**config.mk**
```make
export PLATFORM = sky130hd
export DESIGN_NAME = synth2_post_divider_ab
export DESIGN_NICKNAME = d
export VERILOG_FILES = /design/src/shared/synth2_postdiv_pkg.sv /design/src/logic/postdiv_channel.sv /design/src/logic/synth2_post_divider_ab.sv
export VERILOG_INCLUDE_DIRS = /design/src /design/src/shared
export SDC_FILE = /design/constraint.sdc
export NUM_CORES = 1
export LEC_CHECK = 0
export BUFFER_PORTS_ARGS = -buffer_cell sky130_fd_sc_hd__buf_4
export CAP_MARGIN = 20
export CORE_UTILIZATION = 60
export CTS_CLUSTER_SIZE = 24
export DETAILED_ROUTE_END_ITERATION = 6
export MAX_ROUTING_LAYER = met4
export PLACE_DENSITY_LB_ADDON = 0.12
export SYNTH_ARGS = -nofsm -noshare
export SYNTH_HDL_FRONTEND = slang
export SYNTH_SLANG_ARGS = --single-unit
```
**constraint.sdc**
```tcl
create_clock -name core_clk -period 5.9 [get_ports core_clk]
set_input_delay 0.59 -clock core_clk [delete_from_list [all_inputs] [get_ports core_clk]]
set_output_delay 0.59 -clock core_clk [all_outputs]
set_load 0.05 [all_outputs]
```
**src/shared/synth2_postdiv_params.svh**
```systemverilog
// Purpose: Offsets, field positions, reset values and codes for the
//          synthesizer 2 post-divider channels A and B.
// Assumes: APB with 32-bit data; printed offsets are register indices.
// Notes:   Byte address of a register is four times its index.
// Operation
// Bits 23:20 choose frame, low-frequency or clock
// Not all ones: 50% clock, divide by 23:0
// Channel A, code 00: low-frequency clock, 15:0
// Channel A, other codes: frame pulse, sibling width
// Channel A codes: low, B, C, D
// Channel B, code 01: low-frequency clock, 15:0
// Channel B, other codes: frame pulse, sibling width
// Channel B codes: A, low, C, D
// Frame mode: 15:0 sibling periods between pulses
// Frame mode: bit 18 sets pulse polarity
// Frame mode: bit 19 picks middle or first-edge boundary
// Pulse lasts one sibling period, spacing start-to-start
`ifndef SYNTH2_POSTDIV_PARAMS_SVH
`define SYNTH2_POSTDIV_PARAMS_SVH

// -----------------------------------------------------------------
// Register map
// -----------------------------------------------------------------
`define PD_ADDR_W 12
`define PD_IDX_CHAN_A 10'h098
`define PD_IDX_CHAN_B 10'h09b
`define PD_IDX_STATUS 10'h0b0
`define PD_CFG_RESET 24'h00_0000

// -----------------------------------------------------------------
// Field layout of a channel register
// -----------------------------------------------------------------
`define PD_FORM_HI 23
`define PD_FORM_LO 20
`define PD_FORM_SPECIAL 4'hf
`define PD_TYPE_BIT 19
`define PD_POL_BIT 18
`define PD_SRC_HI 17
`define PD_SRC_LO 16
`define PD_RATE_HI 15
`define PD_LOWF_CODE_A 2'h0
`define PD_LOWF_CODE_B 2'h1

`endif

```
**src/shared/synth2_postdiv_pkg.sv**
```systemverilog
// Purpose: Types shared by the post-divider channel and its top.
// Assumes: Constants live in the params header.
// Notes:   Channel modes are one-hot.
package synth2_postdiv_pkg;

  // -----------------------------------------------------------------
  // Output form of one channel
  // -----------------------------------------------------------------
  typedef enum logic [2:0]
  {
    MODE_DIV = 3'b001,
    MODE_LOWF = 3'b010,
    MODE_FRAME = 3'b100
  } pd_mode_t;

endpackage : synth2_postdiv_pkg

```
**src/logic/postdiv_channel.sv**
```systemverilog
// Purpose: One post-divider channel: divided clock, low-frequency
//          clock or frame pulse.
// Assumes: Tick inputs are one-cycle enables on core_clk; siblings
//          are levels made by logic on core_clk.
// Notes:   Ratios below two hold the clock output low.
`timescale 1ns/1ps
`include "synth2_postdiv_params.svh"

module postdiv_channel #(
  parameter logic [1:0] LOWF_CODE = 2'h0  // Source code meaning low clock
)(
  input wire logic core_clk,
  input wire logic rst,
  input wire logic [23:0] cfg,  // Channel configuration word
  input wire logic out_tick,  // Synthesizer output rate enable
  input wire logic base_tick,  // Synthesizer base rate enable
  input wire logic [3:0] sib,  // Sibling clocks indexed by code
  output logic clk_o,  // Channel output
  output synth2_postdiv_pkg::pd_mode_t mode_o  // Decoded form
);
  import synth2_postdiv_pkg::*;

  pd_mode_t mode;  // Decoded output form
  logic [23:0] ratio;  // Active divide ratio
  logic tick;  // Active count enable
  logic sib_sel;  // Chosen sibling level
  logic rise;  // Sibling rising edge
  logic fall;  // Sibling falling edge
  logic step;  // Frame timing edge
  logic [15:0] spacing;  // Periods between pulses
  logic [23:0] cnt_r, cnt_nxt;  // Divider phase
  logic sib_prev_r, sib_prev_nxt;  // Sibling level one cycle ago
  logic [15:0] gap_r, gap_nxt;  // Periods left to next pulse
  logic pulse_r, pulse_nxt;  // Pulse active, before polarity
  logic out_r, out_nxt;  // Output flop

  // -----------------------------------------------------------------
  // Form decode and sibling edges
  // -----------------------------------------------------------------
  always_comb
  begin
    if (cfg[`PD_FORM_HI:`PD_FORM_LO] != `PD_FORM_SPECIAL)
      mode = MODE_DIV;
    else if (cfg[`PD_SRC_HI:`PD_SRC_LO] == LOWF_CODE)
      mode = MODE_LOWF;
    else
      mode = MODE_FRAME;
    // Low clock divides the base rate by the low 16 bits only
    ratio = (mode == MODE_LOWF) ? {8'h00, cfg[`PD_RATE_HI:0]} : cfg;
    tick = (mode == MODE_LOWF) ? base_tick : out_tick;
    spacing = cfg[`PD_RATE_HI:0];
    sib_sel = sib[cfg[`PD_SRC_HI:`PD_SRC_LO]];
    rise = sib_sel & ~sib_prev_r;
    fall = ~sib_sel & sib_prev_r;
    // First-edge style starts on rising edges; middle style starts
    // half a period early so the boundary sits mid-pulse
    step = cfg[`PD_TYPE_BIT] ? rise : fall;
  end

  // -----------------------------------------------------------------
  // Next state of counters, pulse and output
  // -----------------------------------------------------------------
  always_comb
  begin
    cnt_nxt = cnt_r;
    sib_prev_nxt = sib_sel;
    gap_nxt = gap_r;
    pulse_nxt = pulse_r;
    out_nxt = 1'b0;
    // Wrap test uses >= so shrinking the ratio never strands the count
    if (ratio < 24'h00_0002)
      cnt_nxt = 24'h00_0000;
    else if (tick)
      cnt_nxt = (cnt_r >= ratio - 24'h00_0001) ? 24'h00_0000 : cnt_r + 24'h00_0001;
    if (mode != MODE_FRAME)
    begin
      gap_nxt = 16'h0000;
      pulse_nxt = 1'b0;
    end
    else if (step)
    begin
      if (gap_r == 16'h0000)
      begin
        pulse_nxt = 1'b1;
        // Zero spacing behaves as one period
        gap_nxt = (spacing == 16'h0000) ? 16'h0000 : spacing - 16'h0001;
      end
      else
      begin
        pulse_nxt = 1'b0;
        gap_nxt = gap_r - 16'h0001;
      end
    end
    case (mode)
      MODE_DIV, MODE_LOWF:
        out_nxt = (ratio >= 24'h00_0002) && (cnt_r < (ratio >> 1));
      MODE_FRAME:
        out_nxt = pulse_r ^ cfg[`PD_POL_BIT];
      default:
        out_nxt = 1'b0;
    endcase
  end

  // -----------------------------------------------------------------
  // State registers
  // -----------------------------------------------------------------
  always_ff @(posedge core_clk or posedge rst)
  begin
    if (rst)
    begin
      cnt_r <= 24'h00_0000;
      sib_prev_r <= 1'b0;
      gap_r <= 16'h0000;
      pulse_r <= 1'b0;
      out_r <= 1'b0;
    end
    else
    begin
      cnt_r <= cnt_nxt;
      sib_prev_r <= sib_prev_nxt;
      gap_r <= gap_nxt;
      pulse_r <= pulse_nxt;
      out_r <= out_nxt;
    end
  end

  assign clk_o = out_r;
  assign mode_o = mode;
endmodule : postdiv_channel

```
**src/logic/synth2_post_divider_ab.sv**
```systemverilog
// Purpose: APB register slave and the two post-divider channels A
//          and B of synthesizer 2.
// Assumes: core_clk is the synthesizer 2 output domain; rate ticks
//          and sibling clocks C and D come from logic on core_clk.
// Notes:   One wait-free access phase: pready rises in the first
//          access cycle of every transfer.
`timescale 1ns/1ps
`include "synth2_postdiv_params.svh"

module synth2_post_divider_ab (
  input wire logic core_clk,
  input wire logic rst,
  input wire logic psel,
  input wire logic penable,
  input wire logic pwrite,
  input wire logic [`PD_ADDR_W-1:0] paddr,
  input wire logic [31:0] pwdata,
  input wire logic [3:0] pstrb,
  output logic [31:0] prdata,
  output logic pready,
  output logic pslverr,
  input wire logic synth_out_tick,  // Synthesizer output rate enable
  input wire logic synth_base_tick,  // Synthesizer base rate enable
  input wire logic sib_c_clk,  // Post-divider C level
  input wire logic sib_d_clk,  // Post-divider D level
  output logic clk_a_out,  // Channel A output
  output logic clk_b_out  // Channel B output
);
  import synth2_postdiv_pkg::*;

  // -----------------------------------------------------------------
  // Addresses
  // -----------------------------------------------------------------
  localparam logic [`PD_ADDR_W-1:0] ADDR_A = {`PD_IDX_CHAN_A, 2'b00};
  localparam logic [`PD_ADDR_W-1:0] ADDR_B = {`PD_IDX_CHAN_B, 2'b00};
  localparam logic [`PD_ADDR_W-1:0] ADDR_ST = {`PD_IDX_STATUS, 2'b00};

  logic [23:0] cfg_a_r, cfg_a_nxt;  // Channel A configuration
  logic [23:0] cfg_b_r, cfg_b_nxt;  // Channel B configuration
  logic [31:0] rdata_r, rdata_nxt;  // Read data, loaded in setup
  logic ready_r, ready_nxt;  // Answer flag
  logic err_r, err_nxt;  // Error flag: unmapped address or status write
  logic setup;  // Setup cycle of a transfer
  logic done;  // Completing edge of a transfer
  logic hit_a;  // Address decode: channel A
  logic hit_b;  // Address decode: channel B
  logic hit_st;  // Address decode: status
  logic [23:0] wmask;  // Byte lanes written
  logic [3:0] sib_a;  // Siblings seen by channel A
  logic [3:0] sib_b;  // Siblings seen by channel B
  logic out_a;  // Channel A output
  logic out_b;  // Channel B output
  pd_mode_t mode_a;  // Channel A form
  pd_mode_t mode_b;  // Channel B form

  // -----------------------------------------------------------------
  // APB decode
  // -----------------------------------------------------------------
  always_comb
  begin
    setup = psel & ~penable;
    done = psel & penable & ready_r;
    hit_a = (paddr == ADDR_A);
    hit_b = (paddr == ADDR_B);
    hit_st = (paddr == ADDR_ST);
    wmask = {{8{pstrb[2]}}, {8{pstrb[1]}}, {8{pstrb[0]}}};
  end

  // -----------------------------------------------------------------
  // Register file next state
  // -----------------------------------------------------------------
  always_comb
  begin
    cfg_a_nxt = cfg_a_r;
    cfg_b_nxt = cfg_b_r;
    rdata_nxt = rdata_r;
    // Answer rises in the first access cycle, drops after completion
    ready_nxt = setup;
    // Error flag lives only in the access cycle, so it can drive
    // pslverr straight from its flop
    err_nxt = 1'b0;
    if (setup)
    begin
      // Unmapped addresses and writes to status answer with an error
      err_nxt = ~(hit_a | hit_b | (hit_st & ~pwrite));
      rdata_nxt = 32'h0000_0000;
      if (!pwrite)
      begin
        if (hit_a)
          rdata_nxt = {8'h00, cfg_a_r};
        else if (hit_b)
          rdata_nxt = {8'h00, cfg_b_r};
        else if (hit_st)
          rdata_nxt = {24'h00_0000, mode_b, mode_a, out_b, out_a};
      end
    end
    // Writes land only on the completing edge
    if (done && pwrite && hit_a)
      cfg_a_nxt = (cfg_a_r & ~wmask) | (pwdata[23:0] & wmask);
    if (done && pwrite && hit_b)
      cfg_b_nxt = (cfg_b_r & ~wmask) | (pwdata[23:0] & wmask);
  end

  // -----------------------------------------------------------------
  // Register file flops
  // -----------------------------------------------------------------
  always_ff @(posedge core_clk or posedge rst)
  begin
    if (rst)
    begin
      cfg_a_r <= `PD_CFG_RESET;
      cfg_b_r <= `PD_CFG_RESET;
      rdata_r <= 32'h0000_0000;
      ready_r <= 1'b0;
      err_r <= 1'b0;
    end
    else
    begin
      cfg_a_r <= cfg_a_nxt;
      cfg_b_r <= cfg_b_nxt;
      rdata_r <= rdata_nxt;
      ready_r <= ready_nxt;
      err_r <= err_nxt;
    end
  end

  assign prdata = rdata_r;
  assign pready = ready_r;
  assign pslverr = err_r;

  // -----------------------------------------------------------------
  // Sibling routing; the low-clock slot is never selected in frame
  // form, so it is tied low
  // -----------------------------------------------------------------
  always_comb
  begin
    sib_a = {sib_d_clk, sib_c_clk, out_b, 1'b0};
    sib_b = {sib_d_clk, sib_c_clk, 1'b0, out_a};
  end

  // -----------------------------------------------------------------
  // Channels
  // -----------------------------------------------------------------
  postdiv_channel #(
    .LOWF_CODE(`PD_LOWF_CODE_A)
  ) u_chan_a (
    .core_clk(core_clk),
    .rst(rst),
    .cfg(cfg_a_r),
    .out_tick(synth_out_tick),
    .base_tick(synth_base_tick),
    .sib(sib_a),
    .clk_o(out_a),
    .mode_o(mode_a)
  );

  postdiv_channel #(
    .LOWF_CODE(`PD_LOWF_CODE_B)
  ) u_chan_b (
    .core_clk(core_clk),
    .rst(rst),
    .cfg(cfg_b_r),
    .out_tick(synth_out_tick),
    .base_tick(synth_base_tick),
    .sib(sib_b),
    .clk_o(out_b),
    .mode_o(mode_b)
  );

  assign clk_a_out = out_a;
  assign clk_b_out = out_b;
endmodule : synth2_post_divider_ab

```
==> results of run 1 <==
[routing by layer]
metal,routed length (um),share of wire,GRT usage,vias to the layer above
met3,1350,0.042,0.0503,83
met1,13400,0.42,0.425,4991
li1,-,-,-,4841
met4,1340,0.042,0.162,0
met5,0,0,-,-
met2,16000,0.50,0.577,311
[worst reg2reg max path, cell delays in order, from the launching register on]
cell and delay (ps):
dfrtp_1 470, or4_4 580, nor4_1 420, nand4_1 320, and4b_1 430, mux2i_1 210, a21oi_1 90, ha_1 310
nand3_1 90, nor3_1 350, nand2_1 110, nor3_2 680, nor3_4 270, mux2_1 380
[final cells by class]
| type | instances | area, um2 |
|---|---|---|
| Multi-Input combinational cell | 969 | 6930 |
| Clock inverter | 12 | 110 |
| Fill cell | 1557 | 5930 |
| Clock buffer | 20 | 447 |
| Tap cell | 234 | 293 |
| Sequential cell | 160 | 4000 |
| Timing Repair Buffer | 95 | 737 |
| Inverter | 68 | 260 |
[stage by stage]
stage           util  total power, W  hold slack (ps)  cells
2_1_floorplan      -         0.00116              475   1261
3_3_place_gp   0.651         0.00120              464   1524
3_5_place_dp   0.651         0.00121              471   1524
4_1_cts        0.681         0.00226              383   1556
5_1_grt        0.683         0.00231              381   1558
6_report       0.683         0.00225              354   1558
[synthesized netlist by cell type (7+ instances only)]
library cell and n:
a211oi_1 11, a21o_1 19, a21oi_1 49, a222oi_1 7, a22o_1 21, a22oi_1 17
and3_1 21, and4_1 7, buf_4 8, clkbuf_1 48, dfrtp_1 160, ha_1 102
inv_1 68, mux2_2 51, mux2i_1 11, nand2_1 97, nand2b_1 15, nand3_1 46
nand4_1 25, nor2_1 63, nor2b_1 16, nor3_1 55, nor4_1 28, nor4b_1 7
o211ai_1 10, o21a_1 7, o21ai_0 80, o31ai_1 32, o41ai_1 10, or3_1 8
xnor2_1 44
[worst max-delay path by stage]
stage | depth (start not counted) | slack [ps] | to | from
after floorplan | 1 | 990 | async pin | rst
after global placement | 14 | 1190 | u_chan_b.cnt_r[4] | flip-flop
after detailed placement | 14 | 1160 | u_chan_b.cnt_r[4] | flip-flop
after CTS | 13 | 1150 | u_chan_b.cnt_r[0] | flip-flop
after global routing | 14 | 810 | u_chan_b.cnt_r[4] | flip-flop
final | 13 | 1090 | u_chan_b.cnt_r[0] | flip-flop
[logic make-up (layout without fill, tap and decap cells)]
kind of cell | count (synthesis) | after routing | synth area share
AO/OA/AOI/OAI | 324 | 324 | 0.197
XOR/XNOR | 48 | 48 | 0.0367
flip-flops | 160 | 160 | 0.350
buffers and inverters | 132 | 195 | 0.0489
multiplexers | 63 | 63 | 0.0608
other | 1 | 8 | 0.000328
AND/OR/NAND/NOR | 424 | 424 | 0.195
adder cells (fa/ha/maj) | 102 | 102 | 0.111
[power groups by stage]
stage | sequential [W] | combinational (W) | clock (W)
floorplan | 0.00112 | 0.0000436 | 0
global placement | 0.00112 | 0.0000858 | 0
detailed placement | 0.00112 | 0.0000865 | 0
CTS | 0.00110 | 0.0000869 | 0.00107
global route | 0.00110 | 0.0000963 | 0.00112
finish | 0.00110 | 0.0000884 | 0.00106
==> summary.txt, run 1 <==
Status
  – Status: finished, final reports clean

CTS
  – Root Buffer: clkbuf_16
  – Max Buffers Root-to-Sink: 2
  – CTS HTree Levels: 4
  – Resized cells post-CTS: 0
  – # hold bufs at CTS: 0
  – Sink Count: 160
  – TritonCTS clock tree: yes
  – Clk slew on worst S/H paths: 70 ps
  – Worst-Skew Late Latency: 430 ps
  – Clock buffer count from CTS: 17
  – Post-CTS Setup Bufs: 0

Critical path
  – Critical Path Max Stage Delay: 680 ps
  – CP Cell Sequence: or4_4 > nor4_1 > nand4_1 > and4b_1 > mux2i_1 > a21oi_1 > ha_1 > nand3_1 > nor3_1 > nand2_1 > nor3_2 > nor3_4 > mux2_1
  – Crit-path slowest cell: nor3_2
  – Worst reg2reg setup slack: 1090 ps
  – Critical path peak fanout: 22
  – CP arrival: 5120 ps
  – CP Launch Type: flip-flop
  – CP Capture Type: flip-flop
  – Worst path top cell family by delay: simple AND/OR/NAND/NOR gates
  – Worst Path Required: 6210 ps
  – Critical path class: flip-flop to flip-flop
  – R2r endpoint: u_chan_b.cnt_r[0]
  – Bufs and invs on worst path: 0
  – Reg2Reg Depth: 13

Cells and area
  – Design Area, Final: 0.0128 mm2
  – P&R area growth vs syn: 11.6%
  – Most frequent cells in the layout: dfrtp_1, ha_1, nand2_1, buf_4, o21ai_0
  – Ant diodes: 0
  – Commonest non-fill, non-tap cell in the layout: dfrtp_1
  – Final nets: 1,470
  – Layout cells sized above 1: 0.150

Drt
  – Total Wirelength: 32,100 um
  – Via Count: 10,226
  – Vias per cell: 6.56
  – Routed len/inst: 20.6 um
  – Antenna-violating nets left: 0
  – Initial DRC count: 667
  – DRT Pass-1 Iters: 5
  – DR DRC count: 0

Flow run
  – Maxcap violations: 0

Power and ir drop
  – Clock share of power: 0.473
  – Int Power: 0.00172 W
  – Sw Ratio: 0.236
  – Part of the power in registers: 0.488
  – Power share of the combinational group: 0.039
  – Pleak: 6.12 nW
  – Worst vdd rail ir drop: 0.201 mV
  – P per Cell Area: 176 mW/mm2
  – Net Switching: 0.000531 W

Synth
  – Synth top area share: 0.350
  – Async SR Flop Fraction: 1.00
  – Main synth FF type: dfrtp_1
  – #FFs+latches synth: 160
  – Mapped Area: 0.0114 mm2
  – Post-synthesis sequential area ratio: 0.350
  – Top cells by area, synth: dfrtp_1, ha_1, mux2_2, o21ai_0, xnor2_1
  – Number of synthesized flops with an enable pin: 0
  – Mean area per synthesized cell: 9.13 um2
  – Cells after synthesis: 1,254
  – Yosys top cell by area: dfrtp_1
  – Distinct cells, synth: 79
  – Synthesis Warnings: 0

Global routing
  – Largest net degree at the start of global routing: 99
  – Vias in the first global route: 9,913
  – Global route overflow: 0
  – First-pass GRT wire length: 51,800 um
  – Tot GR Track Use: 0.350
  – Initial antenna violation count: 0

Floorplanning
  – Initial core utilization: 0.612
  – IO Count: 93
  – Die ar.: 0.0196 mm2
  – Die Wd: 140 um
  – FP Rows: 50
  – Die H: 140 um
  – Core region area: 0.0187 mm2

STA
  – Fin. max-slew vios: 0
  – Clock Skews: 14.9 ps
  – Fin Setup TNS: 0 ps
  – Worst Max-Slew Pin Slew: 1030 ps
  – Tmin final: 4810 ps
  – RSZ-0062 raised after global routing: false
  – Endpoints failing setup: 0
  – Hold Violations, Final: 0
  – PnR worst setup slack: 1090 ps
  – Period utilisation layout: 0.814
  – FMAX: 208 MHz
  – Rel. slew slack: 0.312

Place
  – Area after DPL: 0.0122 mm2
  – Routability Congestion: 0.960
  – Hpwl dp: 23,900 um
  – DP Worst Slack: 1160 ps
  – Port bufs: 75

Worst hold path
  – Worst Hold Class: primary input to async pin
No activity file was read; power rests on OpenSTA's default activity.
==> run 2, diff against run 1 <==
CORE_UTILIZATION = 56   (was 60)
clock period = 4.34 ns   (was 5.9 ns; I/O delays follow)
==> run 2 against run 1 <==
  * Sequential power rose by 35%
  * Largest cell class unchanged
  * Combinational power rose by 36%
  * Wire length rose by 1.2%
  * Core utilization fell by 2.0 points
  * First-iteration DRC count rose by 5.7%
  * Total power rose by 48%
  * Hold slack got worse by 180 ps
  * Setup slack got worse by 860 ps
  * Critical endpoint is now u_chan_b.cnt_r[7]
  * Clock skew fell by 4.5 ps
  * Register-to-register slack got worse by 860 ps
  * Largest power group is now clock
==> summary.txt, run 2 (synthesis gave the netlist of run 1 again) <==
Floorplanning
  – IO Count: 93 (unchanged)
  – Die Wd: 145 um (was 140 um)
  – Die H: 145 um (was 140 um)
  – Die ar.: 0.0210 mm2 (was 0.0196 mm2)
  – Core region area: 0.0198 mm2 (was 0.0187 mm2)
  – FP Rows: 51 (was 50)
  – Initial core utilization: 0.579 (was 0.612)

STA
  – Endpoints failing setup: 0 (unchanged)
  – Hold Violations, Final: 0 (unchanged)
  – Fin. max-slew vios: 0 (unchanged)
  – FMAX: 244 MHz (was 208 MHz)
  – RSZ-0062 raised after global routing: false (unchanged)
  – Worst Max-Slew Pin Slew: 1060 ps (was 1030 ps)
  – Clock Skews: 10.4 ps (was 14.9 ps)
  – Tmin final: 4110 ps (was 4810 ps)
  – Period utilisation layout: 0.946 (was 0.814)
  – Rel. slew slack: 0.295 (was 0.312)
  – Fin Setup TNS: 0 ps (unchanged)

Power and ir drop
  – Worst vdd rail ir drop: 0.225 mV (was 0.201 mV)
  – Pleak: 6.27 nW (was 6.12 nW)
  – P per Cell Area: 254 mW/mm2 (was 176 mW/mm2)

Cells and area
  – Fin util: 0.663 (was 0.683)
  – Final nets: 1,489 (was 1,470)
  – Layout cells sized above 1: 0.165 (was 0.150)
  – Ant diodes: 0 (unchanged)
  – Most frequent cells in the layout: dfrtp_1, buf_4, ha_1, nand2_1, o21ai_0 (was dfrtp_1, ha_1, nand2_1, buf_4, o21ai_0)
  – Non-filler cells, final: 1,608 (was 1,558)
  – P&R area growth vs syn: 14.5% (was 11.6%)
  – Commonest non-fill, non-tap cell in the layout: dfrtp_1 (unchanged)

Critical path
  – Crit-path slowest cell: or4_4 (was nor3_2)
  – Critical path peak fanout: 24 (was 22)
  – CP Launch Type: flip-flop (unchanged)
  – Critical Path Max Stage Delay: 510 ps (was 680 ps)
  – CP arrival: 4420 ps (was 5120 ps)
  – Worst path top cell family by delay: simple AND/OR/NAND/NOR gates (unchanged)
  – Worst Path Required: 4650 ps (was 6210 ps)
  – CP Cell Sequence: or4_4 > nor4_1 > nand4_1 > and4b_1 > mux2i_1 > a21oi_1 > ha_1 > nand3_1 > nor3_2 > nand2_1 > nor3_2 > buf_12 > nor3_4 > a221o_1 (was or4_4 > nor4_1 > nand4_1 > and4b_1 > mux2i_1 > a21oi_1 > ha_1 > nand3_1 > nor3_1 > nand2_1 > nor3_2 > nor3_4 > mux2_1)
  – Critical path class: flip-flop to flip-flop (unchanged)
  – Bufs and invs on worst path: 1 (was 0)
  – CP Capture Type: flip-flop (unchanged)
  – CP dominant cell by count: nor3_2

Drt
  – DRT Pass-1 Iters: 5 (unchanged)
  – Initial DRC count: 705 (was 667)
  – DR DRC count: 0 (unchanged)
  – Total Wirelength: 32,500 um (was 32,100 um)
  – Via Count: 10,210 (was 10,226)
  – Antenna-violating nets left: 0 (unchanged)
  – Vias per cell: 6.35 (was 6.56)
  – Routed len/inst: 20.2 um (was 20.6 um)

CTS
  – Post-CTS Setup Bufs: 0 (unchanged)
  – Worst-Skew Late Latency: 430 ps (about the same)
  – Clk slew on worst S/H paths: 70 ps (about the same)
  – Sink Count: 160 (unchanged)
  – Clock buffer count from CTS: 17 (unchanged)
  – CTS HTree Levels: 4 (unchanged)
  – Max Buffers Root-to-Sink: 2 (unchanged)
  – TritonCTS clock tree: yes (unchanged)
  – Root Buffer: clkbuf_16 (unchanged)

Status
  – Status: finished, final reports clean (unchanged)

Global routing
  – Vias in the first global route: 10,001 (was 9,913)
  – Tot GR Track Use: 0.326 (was 0.350)
  – Initial antenna violation count: 0 (unchanged)
  – Global route overflow: 0 (unchanged)
  – Largest net degree at the start of global routing: 161 (was 99)
  – First-pass GRT wire length: 52,900 um (was 51,800 um)

Flow run
  – Maxcap violations: 0 (unchanged)

Place
  – Port bufs: 75 (unchanged)
  – Hpwl dp: 23,900 um (about the same)
  – Routability Congestion: 0.966 (was 0.960)
  – Placed insts: 1,574 (was 1,524)

Worst hold path
  – Worst Hold Class: primary input to async pin (unchanged)
-- run 2: changes by cell type in the layout (fill, tap and decap cells not counted), moves of 2 or more --
cell       delta
clkbuf_8      +2
bufinv_16     +4
clkinv_2      -3
buf_4        +17
nor3_4        +2
buf_12        +2
-- run 2: final timing paths --
check | slack [ps] | depth (start not counted) | to | startpoint
hold / removal | 170 | 3 | u_chan_a.cnt_r[23] | rst
setup / recovery | 230 | 14 | u_chan_b.cnt_r[7] | flip-flop
min in group core_clk | 240 | 2 | flip-flop | pwdata[18]
setup reg to reg | 230 | 14 | u_chan_b.cnt_r[7] | flip-flop
max in group asynchronous | 3440 | 3 | u_chan_b.gap_r[12] | rst
hold reg to reg | 480 | 2 | prdata[9] | prdata[9]
-- run 2: through the flow --
step           setup WS, ps  hold slack, ps  power, W  area, um2
5_1_grt                18.2             233   0.00342      13100
6_report                234             173   0.00333      13100
3_3_place_gp            142             464   0.00164      12400
3_5_place_dp           98.3             473   0.00164      12400
2_1_floorplan          73.4             475   0.00158      11500
4_1_cts                88.9             234   0.00335      13100
-- run 2: repair_timing --
item,CTS,global route
resized for setup,0,5
setup endpoints to repair,0,39
hold buffers,0,0
-- run 2: final cells by class --
class                      count  area (um2)
clock buffer                  21         470
clock inverter                11         200
tap                          265         332
multi-input combinational    970        6970
fill                        1628        6670
sequential                   160        4000
inverter                      68         259
timing repair buffer         113         881
-- run 2: routing by layer --
layer,part of all wire,up-vias,track usage
met1,0.42,4980,0.403
met3,0.045,76,0.0409
li1,-,4871,-
met4,0.041,0,0.150
met5,0,-,-
met2,0.50,283,0.534
-- run 2: power breakdown --
part	switching (W)	internal [W]
logic	0.0000816	0.0000385
clock network	0.000642	0.00107
registers	0.000000714	0.00149
-- run 2: worst min-delay path: cells and delay by family --
family,cells,cell delay [ps]
buffers and inverters,3,700
==> run 3, diff against run 2 <==
CORE_UTILIZATION = 60   (was 56)
clock period = 4.24 ns   (was 4.34 ns; I/O delays follow)
==> run 3 against run 2 <==
  * The run now ends with design-rule violations left
  * Die area shrank 6.6%
  * Hold slack gained 67 ps
  * Critical path depth grew 1
  * Critical path type unchanged
  * Critical endpoint is now u_chan_a.cnt_r[9]
  * Highest routed layer unchanged
==> summary.txt, run 3 (synthesis gave the netlist of run 1 again) <==
STA
  – Fin. max-slew vios: 0 (unchanged)
  – Hold Violations, Final: 0 (unchanged)
  – Period utilisation layout: 0.958 (was 0.946)
  – Tmin final: 4060 ps (was 4110 ps)
  – WHS: 240 ps (was 173 ps)
  – Rel. slew slack: 0.280 (was 0.295)
  – Endpoints failing setup: 0 (unchanged)
  – Worst Max-Slew Pin Slew: 1080 ps (was 1060 ps)
  – Clock Skews: 9.01 ps (was 10.4 ps)
  – PnR worst setup slack: 179 ps (was 234 ps)
  – FMAX: 246 MHz (was 244 MHz)
  – Fin Setup TNS: 0 ps (unchanged)

CTS
  – Clock buffer count from CTS: 17 (unchanged)
  – CTS HTree Levels: 4 (unchanged)
  – TritonCTS clock tree: yes (unchanged)
  – Clk slew on worst S/H paths: 70 ps (about the same)
  – Max Buffers Root-to-Sink: 2 (unchanged)
  – Root Buffer: clkbuf_16 (unchanged)
  – Sink Count: 160 (unchanged)
  – Worst-Skew Late Latency: 430 ps (about the same)

Drt
  – Antenna-violating nets left: 0 (unchanged)
  – Routed len/inst: 20.8 um (was 20.2 um)
  – Vias per cell: 6.53 (was 6.35)
  – DRT Pass-1 Iters: 7 (was 5)
  – Total Wirelength: 32,900 um (was 32,500 um)
  – Initial DRC count: 757 (was 705)
  – DR DRC count: 1 (was 0)
  – Via Count: 10,347 (was 10,210)

Global routing
  – Largest net degree at the start of global routing: 91 (was 161)
  – Global route overflow: 0 (unchanged)
  – First-pass GRT wire length: 52,600 um (was 52,900 um)
  – Vias in the first global route: 9,910 (was 10,001)
  – Initial antenna violation count: 0 (unchanged)
  – Tot GR Track Use: 0.355 (was 0.326)

Critical path
  – Worst Path Required: 4550 ps (was 4650 ps)
  – CP Cell Sequence: inv_1 > ha_1 > nor3b_1 > nand3_1 > buf_4 > nor2_1 > xnor2_1 > ha_1 > nand4_1 > nor3_2 > or4b_1 > a311oi_4 > buf_6 > o31ai_1 > a22o_1 (was or4_4 > nor4_1 > nand4_1 > and4b_1 > mux2i_1 > a21oi_1 > ha_1 > nand3_1 > nor3_2 > nand2_1 > nor3_2 > buf_12 > nor3_4 > a221o_1)
  – R2r endpoint: u_chan_a.cnt_r[9] (was u_chan_b.cnt_r[7])
  – CP arrival: 4370 ps (was 4420 ps)
  – Critical path peak fanout: 17 (was 24)
  – Critical path class: flip-flop to flip-flop (unchanged)
  – Reg2Reg Depth: 15 (was 14)
  – Worst reg2reg setup slack: 180 ps (was 230 ps)
  – CP dominant cell by count: ha_1 (was nor3_2)
  – CP Launch Type: flip-flop (unchanged)
  – Crit-path slowest cell: or4b_1 (was or4_4)
  – Critical Path Max Stage Delay: 550 ps (was 510 ps)
  – CP Capture Type: flip-flop (unchanged)

Power and ir drop
  – Pleak: 6.30 nW (was 6.27 nW)
  – Worst vdd rail ir drop: 0.266 mV (was 0.225 mV)
  – Int Power: 0.00253 W (was 0.00260 W)
  – Power share of the combinational group: 0.040 (was 0.036)
  – Part of the power in registers: 0.470 (was 0.449)
  – Clock share of power: 0.490 (was 0.515)
  – Final Total Pwr: 0.00325 W (was 0.00333 W)
  – Net Switching: 0.000722 W (was 0.000724 W)
  – P per Cell Area: 248 mW/mm2 (was 254 mW/mm2)
  – Sw Ratio: 0.222 (was 0.218)

Cells and area
  – Final nets: 1,497 (was 1,489)
  – Ant diodes: 0 (unchanged)
  – Most frequent cells in the layout: dfrtp_1, buf_4, ha_1, nand2_1, o21ai_0 (unchanged)
  – Filler cells: 1,460 (was 1,628)
  – P&R area growth vs syn: 14.6% (was 14.5%)
  – Commonest non-fill, non-tap cell in the layout: dfrtp_1 (unchanged)
  – Layout cells sized above 1: 0.168 (was 0.165)

Floorplanning
  – Core region area: 0.0187 mm2 (was 0.0198 mm2)
  – Die Wd: 140 um (was 145 um)
  – IO Count: 93 (unchanged)
  – Initial core utilization: 0.612 (was 0.579)
  – FP Rows: 50 (was 51)
  – Die H: 140 um (was 145 um)
  – Die ar.: 0.0196 mm2 (was 0.0210 mm2)

Place
  – Routability Congestion: 0.977 (was 0.966)
  – Hpwl dp: 24,200 um (was 23,900 um)
  – Port bufs: 75 (unchanged)
  – DP Worst Slack: -16.2 ps (was 98.3 ps)

Flow run
  – Maxcap violations: 0 (unchanged)

Worst hold path
  – Worst Hold Class: primary input to flip-flop (was primary input to async pin)
  – HP Start: pwdata[23]
  – Hold path cells: 2

Status
  – Status: finished with violations (was finished, final reports clean)
  – Failing checks: design-rule violations
## run 3: critical path, delay by kind of cell (launching register included)
family | cells | cell delay [ps]
XOR/XNOR | 1 | 110
AND/OR/NAND/NOR | 6 | 1540
AO/OA/AOI/OAI | 3 | 780
flip-flops | 1 | 470
buffers and inverters | 3 | 540
adder cells (fa/ha/maj) | 2 | 490
## run 3: cell type report
class                      instances  area [um2]  share of cell area
multi-input combinational        971        6990               0.533
clock inverter                     9         133              0.0101
sequential                       160        4000               0.305
timing repair buffer             120         965              0.0736
clock buffer                      23         468              0.0357
inverter                          68         259              0.0197
tap                              234         293              0.0223
## run 3: worst max-delay path by stage
| stage | from | end | slack (ps) | depth (start not counted) |
|---|---|---|---|---|
| floorplan | flip-flop | u_chan_b.cnt_r[7] | 150 | 13 |
| global placement | flip-flop | u_chan_a.cnt_r[0] | 50 | 13 |
| detailed placement | flip-flop | u_chan_a.cnt_r[0] | -20 | 13 |
| CTS | flip-flop | u_chan_b.cnt_r[11] | 8 | 13 |
| global route | flip-flop | u_chan_b.cnt_r[4] | -10 | 14 |
| finish | flip-flop | u_chan_a.cnt_r[9] | 180 | 15 |
## run 3: layer usage
layer	share of wire	GRT usage
met5	0	-
met4	0.045	0.177
met3	0.040	0.0431
met2	0.50	0.572
met1	0.42	0.442
## run 3: what timing repair did
action	in CTS	in global routing
pin swaps	0	3
setup endpoints to repair	1	45
hold endpoints to repair	0	8
setup buffers	0	1
gates cloned	0	2
hold buffers	0	1
gates resized for setup	1	7
## run 3: stage by stage
step	utilization	area, um2	instances
finish	0.701	13100	1585
global route	0.701	13100	1585
CTS	0.695	13000	1579
detailed placement	0.662	12400	1547
global placement	0.662	12400	1547
floorplan	-	11500	1261
## run 3: power by group through the flow
| stage | Clock [W] | Combinational [W] | Sequential (W) |
|---|---|---|---|
| finish | 0.00159 | 0.000129 | 0.00153 |
| global route | 0.00166 | 0.000140 | 0.00153 |
| CTS | 0.00160 | 0.000124 | 0.00153 |
| detailed placement | 0 | 0.000123 | 0.00156 |
| global placement | 0 | 0.000123 | 0.00156 |
| floorplan | 0 | 0.0000610 | 0.00156 |
